<file path="src/common/temp_regs_pkg.sv">
// Register map, field positions and reset values of the temperature
// monitor result, status and configuration registers.
// Assumes a byte-wide register port from a two-wire bus protocol engine.
package temp_regs_pkg;

   typedef logic [7:0] byte_t;
   typedef logic [7:0] addr_t;
   typedef logic [1:0] chan_t;
   typedef logic [2:0] frac_t;

   // ==========================================================
   // Register offsets
   localparam addr_t INT_INTEGER_ADDR  = 8'h00;
   localparam addr_t EXT1_INTEGER_ADDR = 8'h01;
   localparam addr_t STATUS_ADDR       = 8'h02;
   localparam addr_t CONFIG_ADDR       = 8'h03;
   localparam addr_t RATE_ADDR         = 8'h04;
   localparam addr_t CONFIG_ALIAS_ADDR = 8'h09;
   localparam addr_t RATE_ALIAS_ADDR   = 8'h0A;
   localparam addr_t ONE_SHOT_ADDR     = 8'h0F;
   localparam addr_t EXT1_FRAC_ADDR    = 8'h10;
   localparam addr_t EXT2_INTEGER_ADDR = 8'h23;
   localparam addr_t EXT2_FRAC_ADDR    = 8'h24;
   localparam addr_t INT_FRAC_ADDR     = 8'h29;
   localparam addr_t EXT3_INTEGER_ADDR = 8'h2A;
   localparam addr_t EXT3_FRAC_ADDR    = 8'h2B;

   // ==========================================================
   // Status bit positions
   localparam int BUSY_BIT       = 7;
   localparam int INT_HIGH_BIT   = 6;
   localparam int INT_LOW_BIT    = 5;
   localparam int EXT_HIGH_BIT   = 4;
   localparam int EXT_LOW_BIT    = 3;
   localparam int FAULT_BIT      = 2;
   localparam int EXT_THERM_BIT  = 1;
   localparam int INT_THERM_BIT  = 0;

   // ==========================================================
   // Configuration bit positions
   localparam int MASK_ALL_BIT   = 7;
   localparam int STANDBY_BIT    = 6;
   localparam int COMPARATOR_BIT = 5;
   localparam int CORR_OFF1_BIT  = 4;
   localparam int CORR_OFF23_BIT = 3;
   localparam int RANGE_BIT      = 2;
   localparam int AVG_OFF_BIT    = 1;
   localparam int APD_OFF_BIT    = 0;

   // ==========================================================
   // Conversion rate register layout, fraction position, reset and read-zero values
   localparam int    SLEEP_BIT      = 7;
   localparam int    FRAC_LSB       = 5;
   localparam byte_t RATE_WR_MASK   = 8'h8F;
   localparam byte_t RATE_RESET     = 8'h06;
   localparam byte_t CONFIG_RESET   = 8'h00;
   localparam byte_t STATUS_RESET   = 8'h00;
   localparam byte_t READ_ZERO      = 8'h00;

   // Channel indices
   localparam chan_t CH_INT  = 2'd0;
   localparam chan_t CH_EXT1 = 2'd1;
   localparam chan_t CH_EXT2 = 2'd2;
   localparam chan_t CH_EXT3 = 2'd3;

   // Operating state, one-hot
   typedef enum logic [2:0] {
      MODE_ACTIVE  = 3'b001,
      MODE_STANDBY = 3'b010,
      MODE_SLEEP   = 3'b100
   } op_mode_t;

endpackage

</file>
<file path="src/verilog/temp_monitor_regs.sv">
// Result, status and configuration registers of a four-channel
// temperature monitor, with alert and over-temperature outputs.
// Assumes a bus protocol engine issuing one-cycle byte read and write
// strobes, and a converter supplying results and live limit conditions.
`timescale 1ns/100ps

// Overview of operation
// - Internal fraction sits in low byte bits 7..5, eighth degree steps.
// - Unimplemented bits, low-byte bits 4..0, rate bits 6..4 read zero.
// - Each external channel high byte holds two's complement integer.
// - External fractions sit in low byte bits 7..5, same code.
// - Status bit 7 follows converter busy and never drives alert or over-temperature output.
// - Status bit 6 sets on internal above-high; asserts alert.
// - Status bit 5 sets on internal below-low; asserts alert.
// - Bits 4 and 3 set on external high/low; assert alert.
// - Bit 2 sets on diode open or short; asserts alert.
// - Bits 1,0 track over-temperature; clear when that output releases.
// - Mask bit blocks alert in interrupt mode only; flags still update.
// - Config bit 6 selects standby, else continuous conversion.
// - Config bit 5 selects comparator alert mode, ignoring mask.
// - Config bit 4 turns off resistance correction for channel 1.
// - Config bit 3 turns off resistance correction for channels 2, 3.
// - Config bit 2 selects extended offset-binary range.
// - Config bit 1 turns off dynamic averaging.
// - Config bit 0 measures a single diode on second pair.
// - Both configuration addresses reach one physical register.
// - Rate register aliased twice; bit 7 sleep, code resets 0110.
// - Sleep bit overrides standby select; else standby bit decides.
// - High-byte read latches low byte shadow; low reads return it.
// - One-shot write converts only in standby and not busy.
module temp_monitor_regs (
   input  wire logic                 clk,
   input  wire logic                 reset_n,
   input  wire temp_regs_pkg::addr_t reg_addr,
   input  wire logic                 reg_wr,
   input  wire logic                 reg_rd,
   input  wire temp_regs_pkg::byte_t reg_wdata,
   output logic [7:0]                reg_rdata,
   input  wire logic                 adc_busy,
   input  wire logic                 result_valid,
   input  wire temp_regs_pkg::chan_t result_channel,
   input  wire temp_regs_pkg::byte_t result_integer,
   input  wire temp_regs_pkg::frac_t result_fraction,
   input  wire logic                 int_high_cond,
   input  wire logic                 int_low_cond,
   input  wire logic                 ext_high_cond,
   input  wire logic                 ext_low_cond,
   input  wire logic                 diode_fault_cond,
   input  wire logic                 ext_therm_cond,
   input  wire logic                 int_therm_cond,
   output logic                      alert_out,
   output logic                      therm_out,
   output logic                      conversion_enable,
   output logic                      single_conversion_trigger,
   output logic                      standby_mode,
   output logic                      sleep_mode,
   output logic                      resistance_corr_off_ch1,
   output logic                      resistance_corr_off_ch23,
   output logic                      range_extended,
   output logic                      averaging_disable,
   output logic                      antiparallel_disable,
   output logic [3:0]                rate_code
);
   import temp_regs_pkg::*;

   // ==========================================================
   // State
   typedef struct packed {
      byte_t              cfg;
      byte_t              rate;
      byte_t              status;
      logic [3:0][7:0]    integ;
      logic [3:0][2:0]    frac;
      logic [3:0][2:0]    shadow;
      byte_t              rdata;
      logic               alert;
      logic               therm;
      logic               trigger;
      op_mode_t           mode;
   } state_t;

   state_t s_q;
   state_t s_d;

   // ==========================================================
   // Address decode helpers
   function automatic logic is_config(input addr_t a);
      return (a == CONFIG_ADDR) || (a == CONFIG_ALIAS_ADDR);
   endfunction

   function automatic logic is_rate(input addr_t a);
      return (a == RATE_ADDR) || (a == RATE_ALIAS_ADDR);
   endfunction

   // Places a three-bit fraction in bits 7..5, zero below
   function automatic byte_t frac_byte(input frac_t f);
      return {f, 5'b00000};
   endfunction

   // ==========================================================
   // Next-state logic
   always_comb begin
      logic        status_rd;
      logic        therm_d;
      logic [4:0]  alert_flags;
      status_rd   = 1'b0;
      therm_d     = 1'b0;
      alert_flags = 5'b00000;
      s_d         = s_q;
      s_d.trigger = 1'b0;

      // Results from the converter, stored per channel
      if (result_valid) begin
         s_d.integ[result_channel] = result_integer;
         s_d.frac[result_channel]  = result_fraction;
      end

      // Register writes; aliases share one storage
      if (reg_wr) begin
         if (is_config(reg_addr)) begin
            s_d.cfg = reg_wdata;
         end else if (is_rate(reg_addr)) begin
            s_d.rate = reg_wdata & RATE_WR_MASK;
         end else if (reg_addr == ONE_SHOT_ADDR) begin
            // Ignored when active, asleep or busy
            s_d.trigger = (s_q.mode == MODE_STANDBY) && !adc_busy;
         end
      end

      // Register reads, answered one cycle later from a flop
      s_d.rdata = s_q.rdata;
      if (reg_rd) begin
         if (reg_addr == INT_INTEGER_ADDR) begin
            s_d.rdata = s_q.integ[CH_INT];
            s_d.shadow[CH_INT] = s_q.frac[CH_INT];
         end else if (reg_addr == EXT1_INTEGER_ADDR) begin
            s_d.rdata = s_q.integ[CH_EXT1];
            s_d.shadow[CH_EXT1] = s_q.frac[CH_EXT1];
         end else if (reg_addr == EXT2_INTEGER_ADDR) begin
            s_d.rdata = s_q.integ[CH_EXT2];
            s_d.shadow[CH_EXT2] = s_q.frac[CH_EXT2];
         end else if (reg_addr == EXT3_INTEGER_ADDR) begin
            s_d.rdata = s_q.integ[CH_EXT3];
            s_d.shadow[CH_EXT3] = s_q.frac[CH_EXT3];
         end else if (reg_addr == INT_FRAC_ADDR) begin
            s_d.rdata = frac_byte(s_q.shadow[CH_INT]);
         end else if (reg_addr == EXT1_FRAC_ADDR) begin
            s_d.rdata = frac_byte(s_q.shadow[CH_EXT1]);
         end else if (reg_addr == EXT2_FRAC_ADDR) begin
            s_d.rdata = frac_byte(s_q.shadow[CH_EXT2]);
         end else if (reg_addr == EXT3_FRAC_ADDR) begin
            s_d.rdata = frac_byte(s_q.shadow[CH_EXT3]);
         end else if (reg_addr == STATUS_ADDR) begin
            s_d.rdata = s_q.status;
            status_rd = 1'b1;
         end else if (is_config(reg_addr)) begin
            s_d.rdata = s_q.cfg;
         end else if (is_rate(reg_addr)) begin
            s_d.rdata = s_q.rate & RATE_WR_MASK;
         end else begin
            s_d.rdata = READ_ZERO;
         end
      end

      // Busy follows the converter live
      s_d.status[BUSY_BIT] = adc_busy;

      // Latched flags: a condition in the read cycle wins over the clear
      s_d.status[INT_HIGH_BIT] = int_high_cond ||
         (s_q.status[INT_HIGH_BIT] && !status_rd);
      s_d.status[INT_LOW_BIT] = int_low_cond ||
         (s_q.status[INT_LOW_BIT] && !status_rd);
      s_d.status[EXT_HIGH_BIT] = ext_high_cond ||
         (s_q.status[EXT_HIGH_BIT] && !status_rd);
      s_d.status[EXT_LOW_BIT] = ext_low_cond ||
         (s_q.status[EXT_LOW_BIT] && !status_rd);
      s_d.status[FAULT_BIT] = diode_fault_cond ||
         (s_q.status[FAULT_BIT] && !status_rd);

      // Over-temperature output and its self-clearing flags
      therm_d = ext_therm_cond || int_therm_cond;
      s_d.therm = therm_d;
      s_d.status[EXT_THERM_BIT] = ext_therm_cond ||
         (s_q.status[EXT_THERM_BIT] && therm_d);
      s_d.status[INT_THERM_BIT] = int_therm_cond ||
         (s_q.status[INT_THERM_BIT] && therm_d);

      // Alert from flags 6..2 only; busy never contributes
      alert_flags = s_d.status[INT_HIGH_BIT:FAULT_BIT];
      if (s_q.cfg[COMPARATOR_BIT]) begin
         s_d.alert = |alert_flags;
      end else begin
         s_d.alert = (|alert_flags) && !s_q.cfg[MASK_ALL_BIT];
      end

      // Operating state; sleep overrides standby select
      case (1'b1)
         s_q.rate[SLEEP_BIT]:  s_d.mode = MODE_SLEEP;
         s_q.cfg[STANDBY_BIT]: s_d.mode = MODE_STANDBY;
         default:              s_d.mode = MODE_ACTIVE;
      endcase
   end

   // ==========================================================
   // State register
   always_ff @(posedge clk or negedge reset_n) begin
      if (!reset_n) begin
         s_q         <= '0;
         s_q.cfg     <= CONFIG_RESET;
         s_q.rate    <= RATE_RESET;
         s_q.status  <= STATUS_RESET;
         s_q.mode    <= MODE_ACTIVE;
      end else begin
         s_q <= s_d;
      end
   end

   // ==========================================================
   // Outputs, all from flops
   assign reg_rdata                 = s_q.rdata;
   assign alert_out                 = s_q.alert;
   assign therm_out                 = s_q.therm;
   assign single_conversion_trigger = s_q.trigger;
   assign conversion_enable         = (s_q.mode == MODE_ACTIVE);
   assign standby_mode              = (s_q.mode == MODE_STANDBY);
   assign sleep_mode                = (s_q.mode == MODE_SLEEP);
   assign resistance_corr_off_ch1   = s_q.cfg[CORR_OFF1_BIT];
   assign resistance_corr_off_ch23  = s_q.cfg[CORR_OFF23_BIT];
   assign range_extended            = s_q.cfg[RANGE_BIT];
   assign averaging_disable         = s_q.cfg[AVG_OFF_BIT];
   assign antiparallel_disable      = s_q.cfg[APD_OFF_BIT];
   assign rate_code                 = s_q.rate[3:0];
endmodule

</file>
<file path="config.mk">
export PLATFORM = sky130hd
export DESIGN_NAME = temp_monitor_regs
export DESIGN_NICKNAME = d
export VERILOG_FILES = /design/src/common/temp_regs_pkg.sv /design/src/verilog/temp_monitor_regs.sv
export SDC_FILE = /design/constraint.sdc
export NUM_CORES = 1
export LEC_CHECK = 0
export BUFFER_PORTS_ARGS = -buffer_cell sky130_fd_sc_hd__buf_4
export CAP_MARGIN = 20
export CORE_MARGIN = 10
export CORE_UTILIZATION = 45
export DETAILED_ROUTE_END_ITERATION = 8
export HOLD_SLACK_MARGIN = 0.08
export PLACE_DENSITY = 0.68
export SYNTH_ARGS = -nofsm -noshare
export SYNTH_HDL_FRONTEND = slang
export SYNTH_SLANG_ARGS = --single-unit
</file>
<file path="constraint.sdc">
create_clock -name clk -period 1.5 [get_ports clk]
set_input_delay 0.3 -clock clk [delete_from_list [all_inputs] [get_ports clk]]
set_output_delay 0.3 -clock clk [all_outputs]
set_load 0.005 [all_outputs]
</file>
# After elaboration in Yosys (flattened, before gate mapping)
# Index checks and enable logic that the tools add are counted.
[word_totals]
memories = 0
rom_bits = 0
inputBits = 42
latchBits = 0
reg_bits = 91
out_inout_bits = 23
word_cells = 107
mem_bits_rw = 0
[classes]
n_addsub = 0
mux = 34
mul = 0
n_lt_le_gt_ge = 2
n_div = 0
n_reduce_logical = 31
eq_ne = 16
n_bitwise = 4
shifts = 0
[op_table]
columns = ["op", "count"]
rows = [
  ["$mux 8", 12],
  ["$eq 8x6->1 const B", 5],
  ["$bwmux 32", 1],
  ["$eq 8x4->1 const B", 3],
  ["$demux 8 s2", 1],
  ["$eq 8x2->1 const B", 2],
  ["$mux 1", 15],
  ["$bwmux 12", 1],
  ["$logic_and 1x1->1", 10],
  ["$logic_or 1x1->1", 10],
  ["$eq 8x1->1 const B", 1],
  ["$eq 8x3->1 const B", 1],
  ["$eq 8x5->1 const B", 1],
  ["$logic_not 8->1", 1],
  ["$demux 3 s2", 1],
  ["$mux 3", 2],
  ["$reduce_and 3->1", 2],
  ["$reduce_and 5->1", 1],
  ["$reduce_or 5->1", 1],
  ["$not 1->1", 4],
  ["$reduce_and 2->1", 2],
  ["$reduce_and 4->1", 1],
  ["$eq 3x1->1 const B", 1],
  ["$eq 3x2->1 const B", 1],
  ["5 further kinds", 7],
]

# Logic depth before layout (Yosys ltp)
[depth]
depth_word = 17
depth_mapped = 6
ltp_nobuf = 5

# Least setup slack after synthesis
# Ideal clock, no wire load.
[synth_timing]
path_kind = "input-to-reg"
from = "input reg_addr[5]"
to = "register s_q (netlist bit rate_code[0])"
required_ns = 1.375
t_arrival_ns = 2.031
n_path_buf = 2
cell_stages = 6
path_slack_ns = -0.656
setup_time_ns = 0.125
path_cell_list = "or4_1 -> buf_2 -> a211oi_1 -> and2_1 -> buf_2 -> mux2_2"
[synth_between]
elab_chain_cells = 4
word_cells_on_any_way = 8
classes_between = "eq/ne: 4; bitwise: 1; reduce/logical: 3"
[synth_rtl]
columns = ["element", "line_no", "text"]
rows = [
  ["start, declared", "temp_monitor_regs.sv:34", "input wire temp_regs_pkg::addr_t reg_addr,"],
  ["$eq 8x2->1 / $eq 8x4->1 (equally long branches)", "temp_monitor_regs.sv:88", "return (a == CONFIG_ADDR) || (a == CONFIG_ALIAS_ADDR);"],
  ["$logic_or 1x1->1", "temp_monitor_regs.sv:88", ""],
  ["$not 1->1 (no line)", "n/a", ""],
  ["$reduce_and 3->1 (no line) (*)", "n/a", ""],
  ["end, declared", "temp_monitor_regs.sv:82", "state_t s_q;"],
]
# Mark *: on every way between the ends. The rest lies on a longest branch, timed or not.
# A chain may end at the register's enable or synchronous reset.

# Worst setup path in the final report
[layout_timing]
from = "input reg_addr[2]"
to = "register s_q (netlist bit reg_rdata[7])"
[layout_between]
elab_chain_cells = 13
word_cells_on_any_way = 26
classes_between = "eq/ne: 12; mux: 11; reduce/logical: 3"
[layout_rtl]
columns = ["element", "line_no", "text"]
rows = [
  ["$eq 8x3->1 / $eq 8x4->1 (equally long branches)", "temp_monitor_regs.sv:92", "return (a == RATE_ADDR) || (a == RATE_ALIAS_ADDR);"],
  ["$logic_or 1x1->1", "temp_monitor_regs.sv:92", ""],
  ["$mux 8", "temp_monitor_regs.sv:158", "end else if (is_rate(reg_addr)) begin"],
  ["$mux 8", "temp_monitor_regs.sv:156", "end else if (is_config(reg_addr)) begin"],
  ["$mux 8", "temp_monitor_regs.sv:153", "end else if (reg_addr == STATUS_ADDR) begin"],
  ["$mux 8", "temp_monitor_regs.sv:151", "end else if (reg_addr == EXT3_FRAC_ADDR) begin"],
  ["$mux 8", "temp_monitor_regs.sv:149", "end else if (reg_addr == EXT2_FRAC_ADDR) begin"],
  ["$mux 8", "temp_monitor_regs.sv:147", "end else if (reg_addr == EXT1_FRAC_ADDR) begin"],
  ["$mux 8", "temp_monitor_regs.sv:145", "end else if (reg_addr == INT_FRAC_ADDR) begin"],
  ["$mux 8", "temp_monitor_regs.sv:142", "end else if (reg_addr == EXT3_INTEGER_ADDR) begin"],
  ["$mux 8", "temp_monitor_regs.sv:139", "end else if (reg_addr == EXT2_INTEGER_ADDR) begin"],
  ["$mux 8", "temp_monitor_regs.sv:136", "end else if (reg_addr == EXT1_INTEGER_ADDR) begin"],
  ["$mux 8 (*)", "temp_monitor_regs.sv:133", "if (reg_addr == INT_INTEGER_ADDR) begin"],
]
# Marks and branches as above.

==> flow_summary.rst <==
.. list-table::
   :header-rows: 1

   * - Metric
     - Value
   * - Period utilisation layout
     - 1.12
   * - Pin count of the biggest net entering global routing
     - 92
   * - Worst-skew pair later-pin latency
     - 370 ps
   * - Origin of the worst setup path
     - reg_addr[2]
   * - Met1 demand-to-capacity share in global routing
     - 0.210
   * - Number of remaining DRC errors
     - 0
   * - Cell area after technology mapping
     - 4330 um^2
   * - Path category of the worst min-delay check
     - input pin to register
   * - GR met2 Demand/Resource
     - 0.258
   * - Hold path startpoint
     - diode_fault_cond
   * - Die ar.
     - 13,900 um^2
   * - Slowest stage cell, crit path
     - or4_4
   * - Layout filler cell count
     - around 760
   * - Share of final-layout standard cells stronger than drive strength 1
     - 0.546
   * - Number of instances in the synthesized netlist
     - 342
   * - Adder-Cell Fraction of Synth Area
     - 0
   * - Ratio of routed vias to standard cells
     - 5.60
   * - Setup TNS after final layout
     - -3120 ps
   * - Peak Freq
     - 596 MHz
   * - Utilization after layout
     - 0.618
   * - Share of the synthesized area in the top cell type
     - 0.509
   * - Simple-Gate Fraction of Synth Area
     - 0.133
   * - Xor/xnor share of the synthesized area
     - 0.00202
   * - Worst Path Arrival
     - 1940 ps
   * - Number of global-route vias before repair
     - 3,532
   * - Maximum fanout along the worst path
     - 6
   * - Number of storage elements in the synthesis netlist
     - a little over 90
   * - Data required time at the worst endpoint
     - 1760 ps
   * - Cell-by-cell trace of the critical path
     - buf_8 -> or4_4 -> nor4b_4 -> buf_4 -> a222oi_1 -> a21o_1 -> o41ai_2
   * - Source of the worst register-to-register timing path
     - s_q[93]
   * - Hold path cells
     - 2
   * - Post-route worst hold slack
     - 124 ps
   * - Count of port buffers added during placement
     - 64
   * - Warning count from the yosys run
     - 0
   * - Peak supply drop
     - 0.530 mV
   * - Nets
     - between 400 and 500
   * - N_diodes
     - 0
   * - Max H-tree Level
     - 3
   * - Most frequent standard cell in the layout excluding fill and tap cells
     - buf_4
   * - Final setup violation count
     - 30
   * - Total global routing overflow
     - 0
   * - CTS buffer count
     - 9
   * - Critical path type
     - input pin to register
   * - Final estimated routing congestion in global placement
     - 0.883
   * - R2R cell count
     - 5
   * - Sum of routed wire length over all layers
     - 11,400 um
   * - Least-Margin Pin Slew
     - 485 ps
   * - Violated checks
     - setup timing
   * - Endpoint kind of the worst setup timing path
     - register
   * - Internal power component
     - 4.05 mW
   * - Largest stage delay, worst path
     - 630 ps
   * - Max Cap Viol
     - 0
   * - Portion of netlist area occupied by mux cells
     - 0.182
   * - Mean cell area of the mapped netlist
     - ~13 um^2
   * - Final worst path period need
     - roughly 1700 ps
   * - Worst slew margin relative to its limit
     - 0.677
   * - Vertical extent of the die
     - 118 um
   * - Global-route wire length before repair
     - 18,500 um
   * - Post-Synthesis Net Count
     - 384
   * - Net switching component of the power
     - 1.44 mW
   * - Count of standard-cell rows
     - 35
   * - Maximum clock path buffer count
     - 2
   * - Most frequent cells in the layout
     - 106 x buf_4, 88 x dfrtp_1, 64 x mux2_2
   * - Worst clock skew
     - 11.1 ps
   * - Number of antenna violations at the first check in global routing
     - 0
   * - Fraction of the yosys area taken by sequential cells
     - 0.527
   * - Detailed-placement wirelength estimate
     - 8270 um
   * - Fraction of power spent switching nets
     - 0.262
   * - Sequential share of power
     - 0.539
   * - Crit path launch type
     - input pin
   * - Number of enable flip-flop cells after synthesis
     - 0
   * - Leakage power figure
     - 2.54 nW
   * - Prevailing post-synth register cell
     - dfrtp_1
   * - Most crowded layer after global routing
     - met2
   * - Run status
     - complete, but fails checks
   * - DR WL/cell
     - 19.5 um
   * - Fraction of registers with async set or reset after synthesis
     - 1.00
   * - Initial drt markers
     - ~160
   * - Number of endpoints with negative hold slack in the final report
     - 0
   * - Clock Sink Count
     - ~90
   * - Met3 track demand over resource in global routing
     - 0.0456
   * - Overall routing resource usage
     - 0.163
   * - Relative area change from synthesis to final layout
     - 32.5%
   * - Synth Area in Compound Gates
     - 0.117
   * - Count of unique library cells instantiated by Yosys
     - 53
   * - Pre-antenna DRT Iters
     - 4
   * - Antenna-violating nets left
     - 0
   * - Register-to-Register Setup Slack
     - 10 ps
   * - Core ar.
     - ~9300 um^2
   * - Io pins
     - 65
   * - Max-slew violation total from the final report
     - 0
   * - Total number of vias
     - about 3,300
   * - Clock network fraction of total power
     - 0.304
   * - Clock tree from TritonCTS
     - yes
   * - Initial core utilization
     - 0.466
   * - CTS clk-pin slew, worst paths
     - 90 ps
   * - Part of the total power dissipated in combinational logic
     - 0.157
   * - Setup repair after global routing missed its margin
     - true
   * - Cell accounting for the most synthesized area
     - dfrtp_1
   * - CTS Root Cell
     - clkbuf_8
   * - Power density over the cells
     - about 960 nW/um^2
   * - Top cells by area in the synthesized netlist
     - dfrtp_1 51%, mux2_2 18%, buf_4 2.1%, dfstp_2 1.8%, a221oi_1 1.8%
   * - Largest family of logic cells by synthesized area
     - multiplexers
   * - Die boundary width
     - 118 um
   * - Final worst slack
     - -178 ps
   * - Total Power
     - 5.49 mW
==> worst paths after layout <==
path / end
min in group asynchronous: s_q[45]
max in group asynchronous: s_q[0]
min: s_q[72]
max: reg_rdata[7]
min reg2reg: s_q[0]
max reg2reg: reg_rdata[7]
==> cells by family after synthesis <==
kind of cell              after synthesis
and+or+nand+nor                        86
DFF                                    91
xor gates and xnor gates                1
buffers and inverters                  31
AOI/OAI and AO/OA                      63
muxes                                  70
==> synthesized netlist by cell type, types with 4 or more instances <==
cell type / count
dfrtp_1: 88
mux2_2: 69
nor2_1: 20
buf_4: 12
clkbuf_1: 10
a21o_1: 9
a221oi_1: 9
nand2_1: 9
nand3b_1: 8
a21oi_1: 6
a22o_1: 6
nand2b_1: 6
nor2b_1: 6
a31oi_1: 5
buf_2: 5
nor3_1: 5
a222oi_1: 4
nor3b_1: 4
o21ai_0: 4
==> power groups by stage <==
stage / registers (mW) / clock network [mW] / logic, mW
after global placement: 2.98 / 0 / 0.790
after CTS: 2.96 / 1.71 / 0.861
after floorplan: 2.92 / 0 / 0.473
after detailed placement: 2.99 / 0 / 0.818
after global routing: 2.99 / 1.83 / 0.938
final: 2.96 / 1.67 / 0.860
==> timing repair <==
| action | in CTS | in global routing |
|---|---|---|
| gates resized for setup | 35 | 14 |
| buffers inserted | 7 | 0 |
| gates cloned | 0 | 0 |
| setup endpoints to repair | 36 | 36 |
| pin swaps | 21 | 8 |
| hold endpoints to repair | 89 | 0 |
| hold buffers | 2 | 0 |
==> sequential cells by signal (all words and copies together) (netlist names) <==
signal                     cells
s_q                           71
reg_rdata                      8
rate_code                      4
alert_out                      1
antiparallel_disable           1
averaging_disable              1
range_extended                 1
resistance_corr_off_ch1        1
resistance_corr_off_ch23       1
single_conversion_trigger      1
therm_out                      1
==> layer usage <==
| metal | share of wire | vias up | wire length [um] |
|---|---|---|---|
| met4 | 0.012 | 0 | 133 |
| met2 | 0.48 | 108 | 5450 |
| met1 | 0.45 | 1652 | 5120 |
| met3 | 0.058 | 8 | 659 |
| met5 | 0 | - | 0 |
| li1 | - | 1497 | - |
==> critical path: cells and delay by family <==
kind                   cells  cell delay [ps]
AOI/OAI and AO/OA          3              310
buffers and inverters      2              290
and+or+nand+nor            2             1040
==> per-stage QoR <==
step / setup WS, ps / instances / instance area (um^2)
after floorplan: -517 / 342 / 4380
after global placement: -550 / 558 / 5250
after detailed placement: -561 / 558 / 5250
after CTS: -154 / 583 / 5670
after global routing: -206 / 583 / 5740
final: -178 / 583 / 5740
==> area by class of cell <==
cell class | instances | area, um^2 | share of cell area
flip-flops and latches | 91 | 2280 | 0.398
well taps | 129 | 161 | 0.0281
multi-input cells | 220 | 2060 | 0.359
clock inverters | 6 | 65.1 | 0.0113
clock buffers | 10 | 128 | 0.0223
repair buffers | 125 | 1030 | 0.180
inverters | 2 | 7.51 | 0.00131
Power figures use the tool's default switching activity.
